===== config.mk =====
export PLATFORM = sky130hd
export DESIGN_NAME = phase_encoded_tape_codec
export DESIGN_NICKNAME = d
export VERILOG_FILES = /design/src/design/tape_codec_pkg.sv /design/src/design/track_bus_if.sv /design/src/design/track_rx.sv /design/src/design/phase_encoded_tape_codec.sv
export VERILOG_INCLUDE_DIRS = /design/src /design/src/design
export SDC_FILE = /design/constraint.sdc
export NUM_CORES = 2
export LEC_CHECK = 0
export BUFFER_PORTS_ARGS = -buffer_cell sky130_fd_sc_hd__buf_4
export CAP_MARGIN = 0
export CORE_UTILIZATION = 65
export CTS_CLUSTER_DIAMETER = 200
export DETAILED_ROUTE_END_ITERATION = 10
export GPL_TIMING_DRIVEN = 0
export PLACE_DENSITY = 0.82
export SETUP_SLACK_MARGIN = 0.3
export SLEW_MARGIN = 20
export SYNTH_ARGS = -nofsm -noshare
export SYNTH_HDL_FRONTEND = slang
export SYNTH_SLANG_ARGS = --single-unit

===== constraint.sdc =====
create_clock -name clk -period 6.95 [get_ports clk]
set_clock_uncertainty 0.2 [all_clocks]
set_input_delay 1.39 -clock clk [delete_from_list [all_inputs] [get_ports clk]]
set_output_delay 1.39 -clock clk [all_outputs]
set_load 0.1 [all_outputs]

===== src/design/tape_codec_defs.svh =====
/*
 * Constants for the nine-track phase-encoded tape codec: track count,
 * bit-cell timing, burst lengths, gap length and clock-recovery limits.
 * Assumes a 100 MHz system clock and one bit cell of CELL_LAST+1 clocks.
 */
`ifndef TAPE_CODEC_DEFS_SVH
`define TAPE_CODEC_DEFS_SVH

`define NTRK           9
`define NSLOT          4
`define RING_N         8
`define CELL_LAST      4'hf
`define CELL_HALF      4'h8
`define BURST_N        6'h28
`define BURST_SKIP     6'h29
`define MARK_SYM       9'h1ff
`define ZERO_SYM       9'h000
`define GAP_TENTHS     8'h06
`define TACH_PER_TENTH 8'h0a
`define GAP_TACH       (`GAP_TENTHS * `TACH_PER_TENTH)
`define HALF_MIN       8'h03
`define JITTER_TOL     8'h02
`define LOCK_N         3'h4
`define CNT_MAX        8'hff

`endif


===== src/design/tape_codec_pkg.sv =====
/*
 * Types shared by the tape codec: state enumerations and the nine-bit
 * tape symbol (eight data tracks plus the parity track in bit 8).
 * Assumes nothing of its surroundings.
 */
package tape_codec_pkg;
   typedef logic [8:0] sym_t;
   typedef enum logic [2:0] {W_IDLE, W_GAP, W_PRE, W_DATA, W_POST} wr_state_t;
   typedef enum logic       {R_HUNT, R_DATA} rd_state_t;
   typedef enum logic [1:0] {T_HUNT, T_LOCK, T_DEAD} trk_state_t;
endpackage : tape_codec_pkg


===== src/design/track_bus_if.sv =====
/*
 * Carrier between the per-track clock recovery units and the deskew core.
 * Each recovery unit drives the bit of every vector at its own index.
 */
`timescale 1ns/1ps
`default_nettype none
interface track_bus_if;
   logic [8:0] bit_valid;
   logic [8:0] bit_val;
   logic [8:0] drop;
   logic [8:0] locked;
   logic       rearm;
   modport rx   (output bit_valid, output bit_val, output drop, output locked, input rearm);
   modport core (input bit_valid, input bit_val, input drop, input locked, output rearm);
endinterface : track_bus_if
`default_nettype wire


===== src/design/track_rx.sv =====
/*
 * One track's read clock recovery: learns the half-cell period from the
 * burst, then samples the direction of each mid-cell flux reversal.
 * Assumes head_in is an asynchronous head signal; rearm from the core.
 */
`timescale 1ns/1ps
`default_nettype none
`include "tape_codec_defs.svh"
module track_rx #(
   parameter int IDX = 0
) (
   input  wire logic  clk,
   input  wire logic  rst_n,
   input  wire logic  head_in,
   track_bus_if.rx    tb
);
   import tape_codec_pkg::*;

   logic       s1_q, s2_q, lvl_q;
   logic [7:0] cnt_q, last_q, half_q;
   logic [2:0] match_q;
   trk_state_t st_q;

   wire       edge_w  = s2_q ^ lvl_q;
   wire       rise_w  = s2_q & ~lvl_q;
   wire [7:0] diff_w  = (cnt_q > last_q) ? (cnt_q - last_q) : (last_q - cnt_q);
   wire       near_w  = (diff_w <= `JITTER_TOL) && (cnt_q >= `HALF_MIN);
   wire [7:0] blank_w = half_q + (half_q >> 1);
   wire [7:0] limit_w = (half_q << 1) + (half_q >> 1);
   wire       hunt_w  = (st_q == T_HUNT);
   // steady burst spacing plus a falling (zero) mid edge gives lock
   wire       lock_w  = hunt_w && edge_w && !rise_w && near_w && (match_q == `LOCK_N);
   wire       mid_w   = (st_q == T_LOCK) && edge_w && (cnt_q >= blank_w);
   wire       lost_w  = (st_q == T_LOCK) && (cnt_q > limit_w);

   assign tb.bit_valid[IDX] = mid_w;
   assign tb.bit_val[IDX]   = rise_w;
   assign tb.drop[IDX]      = lost_w;
   assign tb.locked[IDX]    = (st_q == T_LOCK);

   always_ff @(posedge clk or negedge rst_n) begin
      if (!rst_n) begin
         s1_q <= 1'b0;
         s2_q <= 1'b0;
         lvl_q <= 1'b0;
      end else begin
         s1_q <= head_in;
         s2_q <= s1_q;
         lvl_q <= s2_q;
      end
   end

   always_ff @(posedge clk or negedge rst_n) begin
      if (!rst_n) begin
         cnt_q <= '0;
         last_q <= '0;
         match_q <= '0;
      end else begin
         if ((hunt_w && edge_w) || mid_w) cnt_q <= '0;
         else if (cnt_q != `CNT_MAX) cnt_q <= cnt_q + 8'h01;
         if (hunt_w && edge_w) begin
            last_q <= cnt_q;
            if (!near_w) match_q <= '0;
            else if (match_q != `LOCK_N) match_q <= match_q + 3'h1;
         end
      end
   end

   // a lost track stays dead until the core rearms it between blocks
   always_ff @(posedge clk or negedge rst_n) begin
      if (!rst_n) begin
         st_q <= T_HUNT;
         half_q <= '0;
      end else begin
         case (st_q)
            T_HUNT: if (lock_w) begin
               st_q <= T_LOCK;
               half_q <= cnt_q;
            end
            T_LOCK: if (lost_w) st_q <= T_DEAD;
            T_DEAD: if (tb.rearm) st_q <= T_HUNT;
            default: st_q <= T_HUNT;
         endcase
      end
   end
endmodule : track_rx
`default_nettype wire


===== src/design/phase_encoded_tape_codec.sv =====
/*
 * Nine-track tape record/read codec: phase-encoded or transition-on-one
 * writing with gap timing, bursts in phase-encoded mode, per-track read clocking, deskew,
 * parity regeneration of a dropped track and readback checking.
 * Assumes head_rd and tach_pin are asynchronous; user side is on clk.
 */
`timescale 1ns/1ps
`default_nettype none
`include "tape_codec_defs.svh"
module phase_encoded_tape_codec (
   input  wire logic                 clk,
   input  wire logic                 rst_n,
   input  wire logic                 phase_encoded_mode,
   input  wire logic                 wr_start,
   input  wire logic                 wr_valid,
   input  wire logic [7:0]           wr_data,
   input  wire logic                 wr_last,
   output logic                      wr_ready,
   input  wire logic                 tach_pin,
   input  wire tape_codec_pkg::sym_t head_rd,
   output tape_codec_pkg::sym_t      head_wr,
   output logic                      write_gate,
   output logic                      erase_on,
   output logic                      interblock_gap,
   output logic                      rd_valid,
   output logic [7:0]                rd_byte,
   output logic                      rd_fixed,
   output logic                      rd_sig_err,
   output logic                      rd_uncorr,
   output logic                      rd_block_end,
   output logic                      chk_err
);
   import tape_codec_pkg::*;

   ////////////////////////////////////////////////////////////////////////////
   // write path
   wr_state_t  wst_q, wst_d;
   logic       mode_q, last_q, last_d;
   logic [3:0] cell_q;
   logic [5:0] bcnt_q, bcnt_d;
   sym_t       sym_q, sym_d, lvl_q, lvl_d, data_sym_w, mark_w;
   logic [7:0] gap_cnt_q;
   logic       t1_q, t2_q, t3_q;

   wire tach_w     = t2_q & ~t3_q;
   wire act_w      = (wst_q == W_PRE) || (wst_q == W_DATA) || (wst_q == W_POST);
   wire cell_end_w = act_w && (cell_q == `CELL_LAST);
   wire gap_done_w = (wst_q == W_GAP) && (gap_cnt_q == `GAP_TACH);
   wire in_data_w  = (wst_q == W_DATA) || ((wst_q == W_PRE) && (bcnt_q > `BURST_N));
   wire start_w    = (wst_q == W_IDLE) && wr_start;
   wire take_w     = wr_ready && wr_valid;

   assign wr_ready       = in_data_w && cell_end_w && !last_q;
   assign data_sym_w     = {~^wr_data, wr_data};
   // no check character: in phase-encoded mode the block closes straight into the trailing burst
   assign mark_w         = mode_q ? `MARK_SYM : `ZERO_SYM;
   assign head_wr        = lvl_q;
   assign write_gate     = act_w;
   assign erase_on       = (wst_q != W_IDLE);
   assign interblock_gap = (wst_q == W_GAP);

   always_comb begin
      wst_d = wst_q;
      sym_d = sym_q;
      bcnt_d = bcnt_q;
      last_d = last_q;
      case (wst_q)
         W_IDLE: if (wr_start) wst_d = W_GAP;
         W_GAP: if (gap_done_w) begin
            wst_d = W_PRE;
            sym_d = `ZERO_SYM;
            last_d = 1'b0;
            bcnt_d = mode_q ? 6'h01 : `BURST_SKIP;
         end
         W_PRE: if (cell_end_w) begin
            if (bcnt_q < `BURST_N) begin
               sym_d = `ZERO_SYM;
               bcnt_d = bcnt_q + 6'h01;
            end else if (bcnt_q == `BURST_N) begin
               sym_d = `MARK_SYM;
               bcnt_d = bcnt_q + 6'h01;
            end else if (take_w) begin
               wst_d = W_DATA;
               sym_d = data_sym_w;
               last_d = wr_last;
            end else begin
               wst_d = W_POST;
               sym_d = mark_w;
               bcnt_d = '0;
            end
         end
         W_DATA: if (cell_end_w) begin
            if (take_w) begin
               sym_d = data_sym_w;
               last_d = wr_last;
            end else begin
               wst_d = W_POST;
               sym_d = mark_w;
               bcnt_d = '0;
            end
         end
         W_POST: if (cell_end_w) begin
            if (mode_q && (bcnt_q < `BURST_N)) begin
               sym_d = `ZERO_SYM;
               bcnt_d = bcnt_q + 6'h01;
            end else begin
               wst_d = W_IDLE;
            end
         end
         default: wst_d = W_IDLE;
      endcase
   end

   // phase: cell start takes ~sym, mid-cell takes sym; nrzi: toggle on one
   always_comb begin
      lvl_d = lvl_q;
      if (act_w && (cell_q == '0)) lvl_d = mode_q ? ~sym_q : (lvl_q ^ sym_q);
      else if (act_w && mode_q && (cell_q == `CELL_HALF)) lvl_d = sym_q;
   end

   always_ff @(posedge clk or negedge rst_n) begin
      if (!rst_n) begin
         wst_q <= W_IDLE;
         sym_q <= '0;
         bcnt_q <= '0;
         last_q <= 1'b0;
         lvl_q <= '0;
         cell_q <= '0;
      end else begin
         wst_q <= wst_d;
         sym_q <= sym_d;
         bcnt_q <= bcnt_d;
         last_q <= last_d;
         lvl_q <= lvl_d;
         cell_q <= (!act_w || cell_end_w) ? 4'h0 : cell_q + 4'h1;
      end
   end

   always_ff @(posedge clk or negedge rst_n) begin
      if (!rst_n) begin
         mode_q <= 1'b0;
         gap_cnt_q <= '0;
         t1_q <= 1'b0;
         t2_q <= 1'b0;
         t3_q <= 1'b0;
      end else begin
         t1_q <= tach_pin;
         t2_q <= t1_q;
         t3_q <= t2_q;
         if (start_w) mode_q <= phase_encoded_mode;
         if (start_w) gap_cnt_q <= '0;
         else if ((wst_q == W_GAP) && tach_w && !gap_done_w) gap_cnt_q <= gap_cnt_q + 8'h01;
      end
   end

   ////////////////////////////////////////////////////////////////////////////
   // per-track clock recovery
   track_bus_if tb ();
   rd_state_t rd_st_q;

   assign tb.rearm = (rd_st_q == R_HUNT);

   for (genvar g = 0; g < `NTRK; g++) begin : g_trk
      track_rx #(.IDX(g)) u_trk (
         .clk     (clk),
         .rst_n   (rst_n),
         .head_in (head_rd[g]),
         .tb      (tb.rx)
      );
   end

   ////////////////////////////////////////////////////////////////////////////
   // deskew, regeneration and output
   sym_t       buf_q [`NSLOT], buf_d [`NSLOT], have_q [`NSLOT], have_d [`NSLOT];
   logic [1:0] wp_q [`NTRK], wp_d [`NTRK];
   logic [1:0] rp_q;
   sym_t       armed_q, armed_d, fail_q, raw_w, fixed_w;
   logic       skew_d, pend_v_q, pend_fix_q, done_q;
   logic [7:0] pend_q;
   logic [7:0] ring_q [`RING_N];
   logic [2:0] wi_q, ci_q;

   wire reading_w  = (rd_st_q == R_DATA);
   wire complete_w = reading_w && (&(have_q[rp_q] | fail_q));
   wire zero_w     = (raw_w == `ZERO_SYM);
   wire end_w      = (complete_w && zero_w) || (reading_w && !(|tb.locked));
   wire emit_w     = complete_w && !zero_w && pend_v_q;
   wire [8:0] new_drop_w = reading_w ? (tb.drop & ~fail_q) : '0;
   wire multi_w    = (new_drop_w & (new_drop_w - 9'h001)) != '0;

   assign raw_w   = buf_q[rp_q] & ~fail_q;
   assign fixed_w = raw_w | (fail_q & {9{~^raw_w}});

   // slots fill per track at their own pace; clear before refill
   always_comb begin
      buf_d = buf_q;
      have_d = have_q;
      wp_d = wp_q;
      armed_d = armed_q;
      skew_d = 1'b0;
      if (!reading_w) begin
         buf_d = '{default: '0};
         have_d = '{default: '0};
         wp_d = '{default: '0};
         armed_d = '0;
      end else begin
         if (complete_w) have_d[rp_q] = '0;
         for (int i = 0; i < `NTRK; i++) begin
            if (tb.bit_valid[i] && !fail_q[i]) begin
               if (!armed_q[i]) begin
                  armed_d[i] = tb.bit_val[i];
               end else begin
                  if (have_d[wp_q[i]][i]) skew_d = 1'b1;
                  buf_d[wp_q[i]][i] = tb.bit_val[i];
                  have_d[wp_q[i]][i] = 1'b1;
                  wp_d[i] = wp_q[i] + 2'h1;
               end
            end
         end
      end
   end

   always_ff @(posedge clk or negedge rst_n) begin
      if (!rst_n) begin
         buf_q <= '{default: '0};
         have_q <= '{default: '0};
         wp_q <= '{default: '0};
         armed_q <= '0;
         rp_q <= '0;
      end else begin
         buf_q <= buf_d;
         have_q <= have_d;
         wp_q <= wp_d;
         armed_q <= armed_d;
         rp_q <= !reading_w ? 2'h0 : (complete_w ? rp_q + 2'h1 : rp_q);
      end
   end

   always_ff @(posedge clk or negedge rst_n) begin
      if (!rst_n) begin
         rd_st_q <= R_HUNT;
         fail_q <= '0;
         done_q <= 1'b0;
      end else begin
         if (!reading_w) fail_q <= '0;
         else if ((fail_q == '0) && !multi_w) fail_q <= new_drop_w;
         // trailing burst must not reopen a block: wait for the gap first
         if (end_w) done_q <= 1'b1;
         else if (!(|tb.locked)) done_q <= 1'b0;
         case (rd_st_q)
            R_HUNT: if (phase_encoded_mode && (&tb.locked) && !done_q) rd_st_q <= R_DATA;
            R_DATA: if (end_w) rd_st_q <= R_HUNT;
            default: rd_st_q <= R_HUNT;
         endcase
      end
   end

   // one-byte holdback drops the trailing burst mark at block end
   always_ff @(posedge clk or negedge rst_n) begin
      if (!rst_n) begin
         pend_v_q <= 1'b0;
         pend_q <= '0;
         pend_fix_q <= 1'b0;
         rd_valid <= 1'b0;
         rd_byte <= '0;
         rd_fixed <= 1'b0;
         rd_sig_err <= 1'b0;
         rd_uncorr <= 1'b0;
         rd_block_end <= 1'b0;
         chk_err <= 1'b0;
      end else begin
         rd_valid <= emit_w;
         rd_sig_err <= (new_drop_w != '0);
         rd_uncorr <= skew_d || multi_w || ((new_drop_w != '0) && (fail_q != '0))
                      || (complete_w && !zero_w && (fail_q == '0) && !(^raw_w));
         rd_block_end <= end_w;
         chk_err <= emit_w && erase_on && (pend_q != ring_q[ci_q]);
         if (emit_w) begin
            rd_byte <= pend_q;
            rd_fixed <= pend_fix_q;
         end
         if (end_w || !reading_w) pend_v_q <= 1'b0;
         else if (complete_w) begin
            pend_v_q <= 1'b1;
            pend_q <= fixed_w[7:0];
            pend_fix_q <= (fail_q != '0);
         end
      end
   end

   always_ff @(posedge clk or negedge rst_n) begin
      if (!rst_n) begin
         ring_q <= '{default: '0};
         wi_q <= '0;
         ci_q <= '0;
      end else begin
         if (take_w) ring_q[wi_q] <= wr_data;
         if (start_w) wi_q <= '0;
         else if (take_w) wi_q <= wi_q + 3'h1;
         if (start_w) ci_q <= '0;
         else if (emit_w && erase_on) ci_q <= ci_q + 3'h1;
      end
   end
endmodule : phase_encoded_tape_codec
`default_nettype wire


Yosys cells after proc, flatten, opt, wreduce, memory -nomap -nowiden
Cells that the tools add are included.
Storage, ports and cells
  register bits: 538
  bits of input ports: 24
Cells by class
  magnitude comparators: 70
  multiplexer cells: 325
  bitwise gates (word level): 63
  add/sub/neg operators: 70
  equality and inequality tests: 121
  reduce and logical (&&, ||, !) cells: 242
Operator list (number)
  36-bit two-way mux: 56
  36-bit bitwise mux: 9
  36-bit OR: 9
  8-bit two-way mux: 35
  9-bit two-way mux: 24
  9-bit binary-select mux with 2-bit select: 11
  9-bit demux with 2-bit select: 10
  8-bit by 7-bit adder with 8-bit output: 18
  8-bit greater-than comparator: 18
  8-bit subtractor: 18
  1-bit logical AND: 118
  3-bit two-way mux: 35
  2-bit two-way mux: 42
  8-bit by 1-bit adder with 8-bit output (second input constant): 10
  2-bit inequality test (second input constant): 37
  8-bit by 2-bit >= comparator with 1-bit output (second input constant): 9
  8-bit >= comparator: 9
  8-bit by 2-bit <= comparator with 1-bit output (second input constant): 9
  6-bit two-way mux: 12
  8-bit inequality test (second input constant): 9
  64-bit bitwise mux: 1
  1-bit two-way mux: 63
  2-bit by 1-bit inequality test with 1-bit output (second input constant): 30
  2-bit AND reduction: 28
  63 further kinds: 271

Depth between registers and ports, before layout
  depth in word-level cells: 51
  gate-level depth with buffers: 20
  mapped depth without buffers: 20

Least setup slack after synthesis
Ideal clock, no wire load.
  path kind: reg2reg
  start: register bcnt_q[0]
  end: register ring_q[16] (netlist name)
  buffers on the path: 1
  cell stages (with the launch flop): 12
  setup time: 0.125 ns
  setup slack: 1.896 ns
  data arrival time: 4.730 ns
  clock period less this slack: 5.054 ns
  cell sequence: dfrtp_1 > inv_1 > ha_1 > nand2b_1 > a21oi_1 > nor2b_1 > o21ai_0 > nor3_1 > nand2_1 > clkbuf_1 > nor3_1 > mux2_2
On the way
  longest elaborated chain between the ends: 6
Ends and longest elaborated chain
  start, declared: RTL line phase_encoded_tape_codec.sv:40  | logic [5:0] bcnt_q, bcnt_d;
  start signal, assigned: RTL line phase_encoded_tape_codec.sv:132  | bcnt_q <= bcnt_d;
  6-bit greater-than comparator (no line)
  1-bit logical AND: RTL line phase_encoded_tape_codec.sv:49  | wire in_data_w = (wst_q == W_DATA) || ((wst_q == W_PRE) && (bcnt_q > `BURST_N));
  1-bit logical OR: RTL line phase_encoded_tape_codec.sv:49
  1-bit logical AND (2 in series): RTL line phase_encoded_tape_codec.sv:53  | assign wr_ready = in_data_w && cell_end_w && !last_q;
  named net wr_ready: RTL line phase_encoded_tape_codec.sv:18  | output logic wr_ready,
  1-bit logical AND: RTL line phase_encoded_tape_codec.sv:51  | wire take_w = wr_ready && wr_valid;
  end signal, assigned by index: RTL line phase_encoded_tape_codec.sv:297  | if (take_w) ring_q[wi_q] <= wr_data;
  end, declared: RTL line phase_encoded_tape_codec.sv:180  | logic [7:0] ring_q [`RING_N];
The timed path passes the listed nets, and every way through them passes these cells.
A chain may end at the register's enable or synchronous reset.

Worst setup path in the final report
  start: register g_trk[0].u_trk.half_q[2]
  end: register fail_q[1]
On the way
  longest elaborated chain between the ends: 11
Ends and longest elaborated chain
  start, declared: RTL line track_rx.sv:20  | logic [7:0] cnt_q, last_q, half_q;
  start signal, assigned: RTL line track_rx.sv:78  | half_q <= cnt_q;
  8-bit by 7-bit adder with 8-bit output (*): RTL line track_rx.sv:29  | wire [7:0] limit_w = (half_q << 1) + (half_q >> 1);
  8-bit greater-than comparator (*): RTL line track_rx.sv:34  | wire lost_w = (st_q == T_LOCK) && (cnt_q > limit_w);
  1-bit logical AND (*): RTL line track_rx.sv:34
  9-bit bitwise AND (*): RTL line phase_encoded_tape_codec.sv:188  | wire [8:0] new_drop_w = reading_w ? (tb.drop & ~fail_q) : '0;
  9-bit two-way mux (*): RTL line phase_encoded_tape_codec.sv:188
  9-bit by 1-bit subtractor with 9-bit output: RTL line phase_encoded_tape_codec.sv:189  | wire multi_w = (new_drop_w & (new_drop_w - 9'h001)) != '0;
  9-bit bitwise AND (*): RTL line phase_encoded_tape_codec.sv:189
  9-bit nonzero test (*): RTL line phase_encoded_tape_codec.sv:189
  1-bit zero test (*): RTL line phase_encoded_tape_codec.sv:246  | else if ((fail_q == '0) && !multi_w) fail_q <= new_drop_w;
  1-bit logical AND (*): RTL line phase_encoded_tape_codec.sv:246
  2-bit by 1-bit inequality test with 1-bit output (no line) (*)
  end signal, assigned: RTL line phase_encoded_tape_codec.sv:246
  end, declared: RTL line phase_encoded_tape_codec.sv:177  | sym_t armed_q, armed_d, fail_q, raw_w, fixed_w;
Mark *: on every way between the ends. The rest lies on a longest branch, timed or not.

==> reports/qor.yml <==
synth.top_cell.area_share_pct: 35.1
powerDensity_mw_per_mm2: 235
synth_compound_area_share_pct: 14.7
antenna_found_initial: 1
overflow: 0
grt_max_degree: 103
clk_latency_ps: 640
synth_seq_cells: 538
rsz0062_at_grt: "false"
critPathLaunch: "g_trk[0].u_trk.half_q[2]$_DFFE_PN0P_"
grt_pass1_wl_um: 147000
fmax_mhz: 182
irDropWorstVdd_uv: 273
synth_ff_type: "dfrtp_1"
cts_resized: 0
synth-warning-count: 0
drcViolationCount: 0
cts_setup_buffers: 0
min-delay-path-class: "flop to flop"
synth_most_common_cell: "dfrtp_1"
critPathRequiredTime_ps: 7300
vias: 30305
hold_viol_final: 0
firstDrtPassIters: 5
detail-route-antenna-nets: 0
r2r_cells: 19
worstReg2RegStart: "g_trk[0].u_trk.half_q[2]$_DFFE_PN0P_"
synth_edf_count: 0
std_cell_rows: 88
synth_adder_area_share_pct: 17.7
cts_tree: "done"
die-area_mm2: 0.0599
wl_um: 88300
worstHoldEndpoint: "g_trk[6].u_trk.s2_q$_DFF_PN0_"
synthXorXnorAreaFrac_pct: 4.71
crit_arrival_ps: 5860
die_y_um: 245
yosysUniqueCellTypes: 90
period_share_pct: 79.2
numCtsBuffers: 59
globalplace.congestion: 0.942
leakagePower_nw: 19.5
synthCells: 4009
clock-sinks: 538
yosysSeqAreaShare_pct: 35.1
avgViaCountPerCell: 6.15
finalNetCount: 4662
worstSetupEndpointType: "flop"
critical_path_peak_fanout: 7
start_kind: "flop"
clk_pin_slew_ps: 60
setup_violations: 0
status: "finished, final reports clean"
hp-start: "g_trk[6].u_trk.s1_q$_DFF_PN0_"
rrSetupSlack_ps: 1450
synth_common_cells: "dfrtp_1 (538), ha_1 (484), nand2_1 (341)"
holdPathStages: 0
max_cap_viol_count: 0
syn_nets: 4553
relSlewSlack_pct: 25.2
synth_top_family_by_area: "adder cells"
fin_ws_ps: 1450
final.min_clock_period_ps: 5500
final_max_slew_viol_count: 0
grt_pass1_vias: 29445
synthSimpleGateAreaFrac_pct: 14.2
cts_hold_buf: 0
netlist.top_cell.by_area: "dfrtp_1"
syn_area_mm2: 0.0383
final_core_util_pct: 72.4
initial_core_util_pct: 66.1
io_pins: 51
r2r-end: "fail_q[1]$_DFFE_PN0P_"
track_usage_pct: 29.6
tns_ps: 0
wire_per_inst_um: 17.9
tightestPinTransition_ps: 1110
drt_iter0_drc: 2306
cts_root_buf: "clkbuf_16"
htreeDepth: 2
antenna_cells: 0
die-width_um: 245
netlist_top_cells_area: "dfrtp_1 (35%), ha_1 (16%), mux2_2 (4.5%)"
dp_hpwl_um: 64200
async_flop_share_pct: 100
layout-drive-gt1-share_pct: 9.80
critical_path_class: "flop to flop"
numPortBuffers: 42
core_area_mm2: 0.0579
cts_max_path_buffers: 3
synth_area_per_cell_um2: 9.56
post-place-ws_ps: 1580
areaGrowthSynthToFinish_pct: 9.39
muxShareOfSynthArea_pct: 9.08
==> stage by stage <==
step | hold slack [ps] | power [W] | std cells | cell area [µm²]
6_report | 146 | 0.00986 | 4930 | 41900
5_1_grt | 154 | 0.0104 | 4930 | 41900
4_1_cts | 147 | 0.00987 | 4930 | 41900
3_5_place_dp | 135 | 0.00645 | 4822 | 39800
3_3_place_gp | 131 | 0.00636 | 4816 | 39600
2_1_floorplan | 131 | 0.00579 | 4009 | 38300
==> sequential cells by signal, summed over array words and instances (netlist names), 18 cells and up <==
| name | flops |
|---|---|
| g_trk.u_trk.last_q | 72 |
| g_trk.u_trk.half_q | 72 |
| have_q | 36 |
| g_trk.u_trk.st_q | 18 |
| ring_q | 64 |
| g_trk.u_trk.match_q | 27 |
| buf_q | 36 |
| wp_q | 18 |
| g_trk.u_trk.cnt_q | 72 |
==> cell type report <==
cell class                      count  area [µm²]
Multi-Input combinational cell   3025       23200
Fill cell                        4146       16000
Sequential cell                   538       13500
Clock buffer                       80        1690
Inverter                          330        1240
Tap cell                          765         957
Timing Repair Buffer               48         488
Buffer                            116         468
Clock inverter                     28         418
==> how the worst max path moves through the flow <==
stage / endpoint / slack [ps] / cells past startpoint
2_1_floorplan: ring_q[16]$_DFFE_PN0P_ / 1900 / 11
3_3_place_gp: bcnt_q[4]$_DFFE_PN0P_ / -1540 / 1
3_5_place_dp: fail_q[3]$_DFFE_PN0P_ / 1580 / 19
4_1_cts: fail_q[3]$_DFFE_PN0P_ / 1550 / 19
5_1_grt: fail_q[3]$_DFFE_PN0P_ / 1180 / 19
6_report: fail_q[1]$_DFFE_PN0P_ / 1450 / 19
==> logic make-up (layout without fill, tap and decap cells) <==
family,count (synthesis),after routing
xor+xnor,206,206
flops,538,538
simple gates,1106,1106
compound gates,907,907
fa+ha+maj,521,521
buf+inv,446,602
mux,285,285
==> worst max-delay path, stage by stage (launching register included) <==
cell and delay (ps):
dfrtp_1 470, ha_1 250, fa_1 410, a21oi_1 150, nor2_1 60, nor2_1 160
o21bai_1 80, a21oi_1 170, xor2_1 170, ha_1 270, a21oi_1 140, o21ai_0 90
o21ai_0 740, o32a_1 300, nand3_1 100, o41a_1 440, maj3_1 360, or3_1 340
clkbuf_1 280, o21ai_0 260
==> layer usage <==
metal	wire length (µm)	track usage, %	up-vias
li1	-	-	14473
met1	38900	39.9	14832
met2	42300	49.2	796
met3	4380	3.76	202
met4	2770	9.96	2
met5	13	0	-
==> layout by cell type, fill, tap and decap left out, types with 91 or more instances in the layout <==
master	count
o21ai_0	226
clkbuf_1	99
ha_1	484
nand2_1	341
dfrtp_1	538
inv_1	329
nor2_1	260
mux2_2	154
xnor2_1	148
nand3_1	106
mux2i_1	91
a21oi_1	298
==> power breakdown <==
group	switching, W	internal, W
clock network	0.00138	0.00204
registers	0.000179	0.00329
logic	0.00180	0.00119
total	0.00336	0.00651
Note: power is estimated with default switching activity, not from simulation.
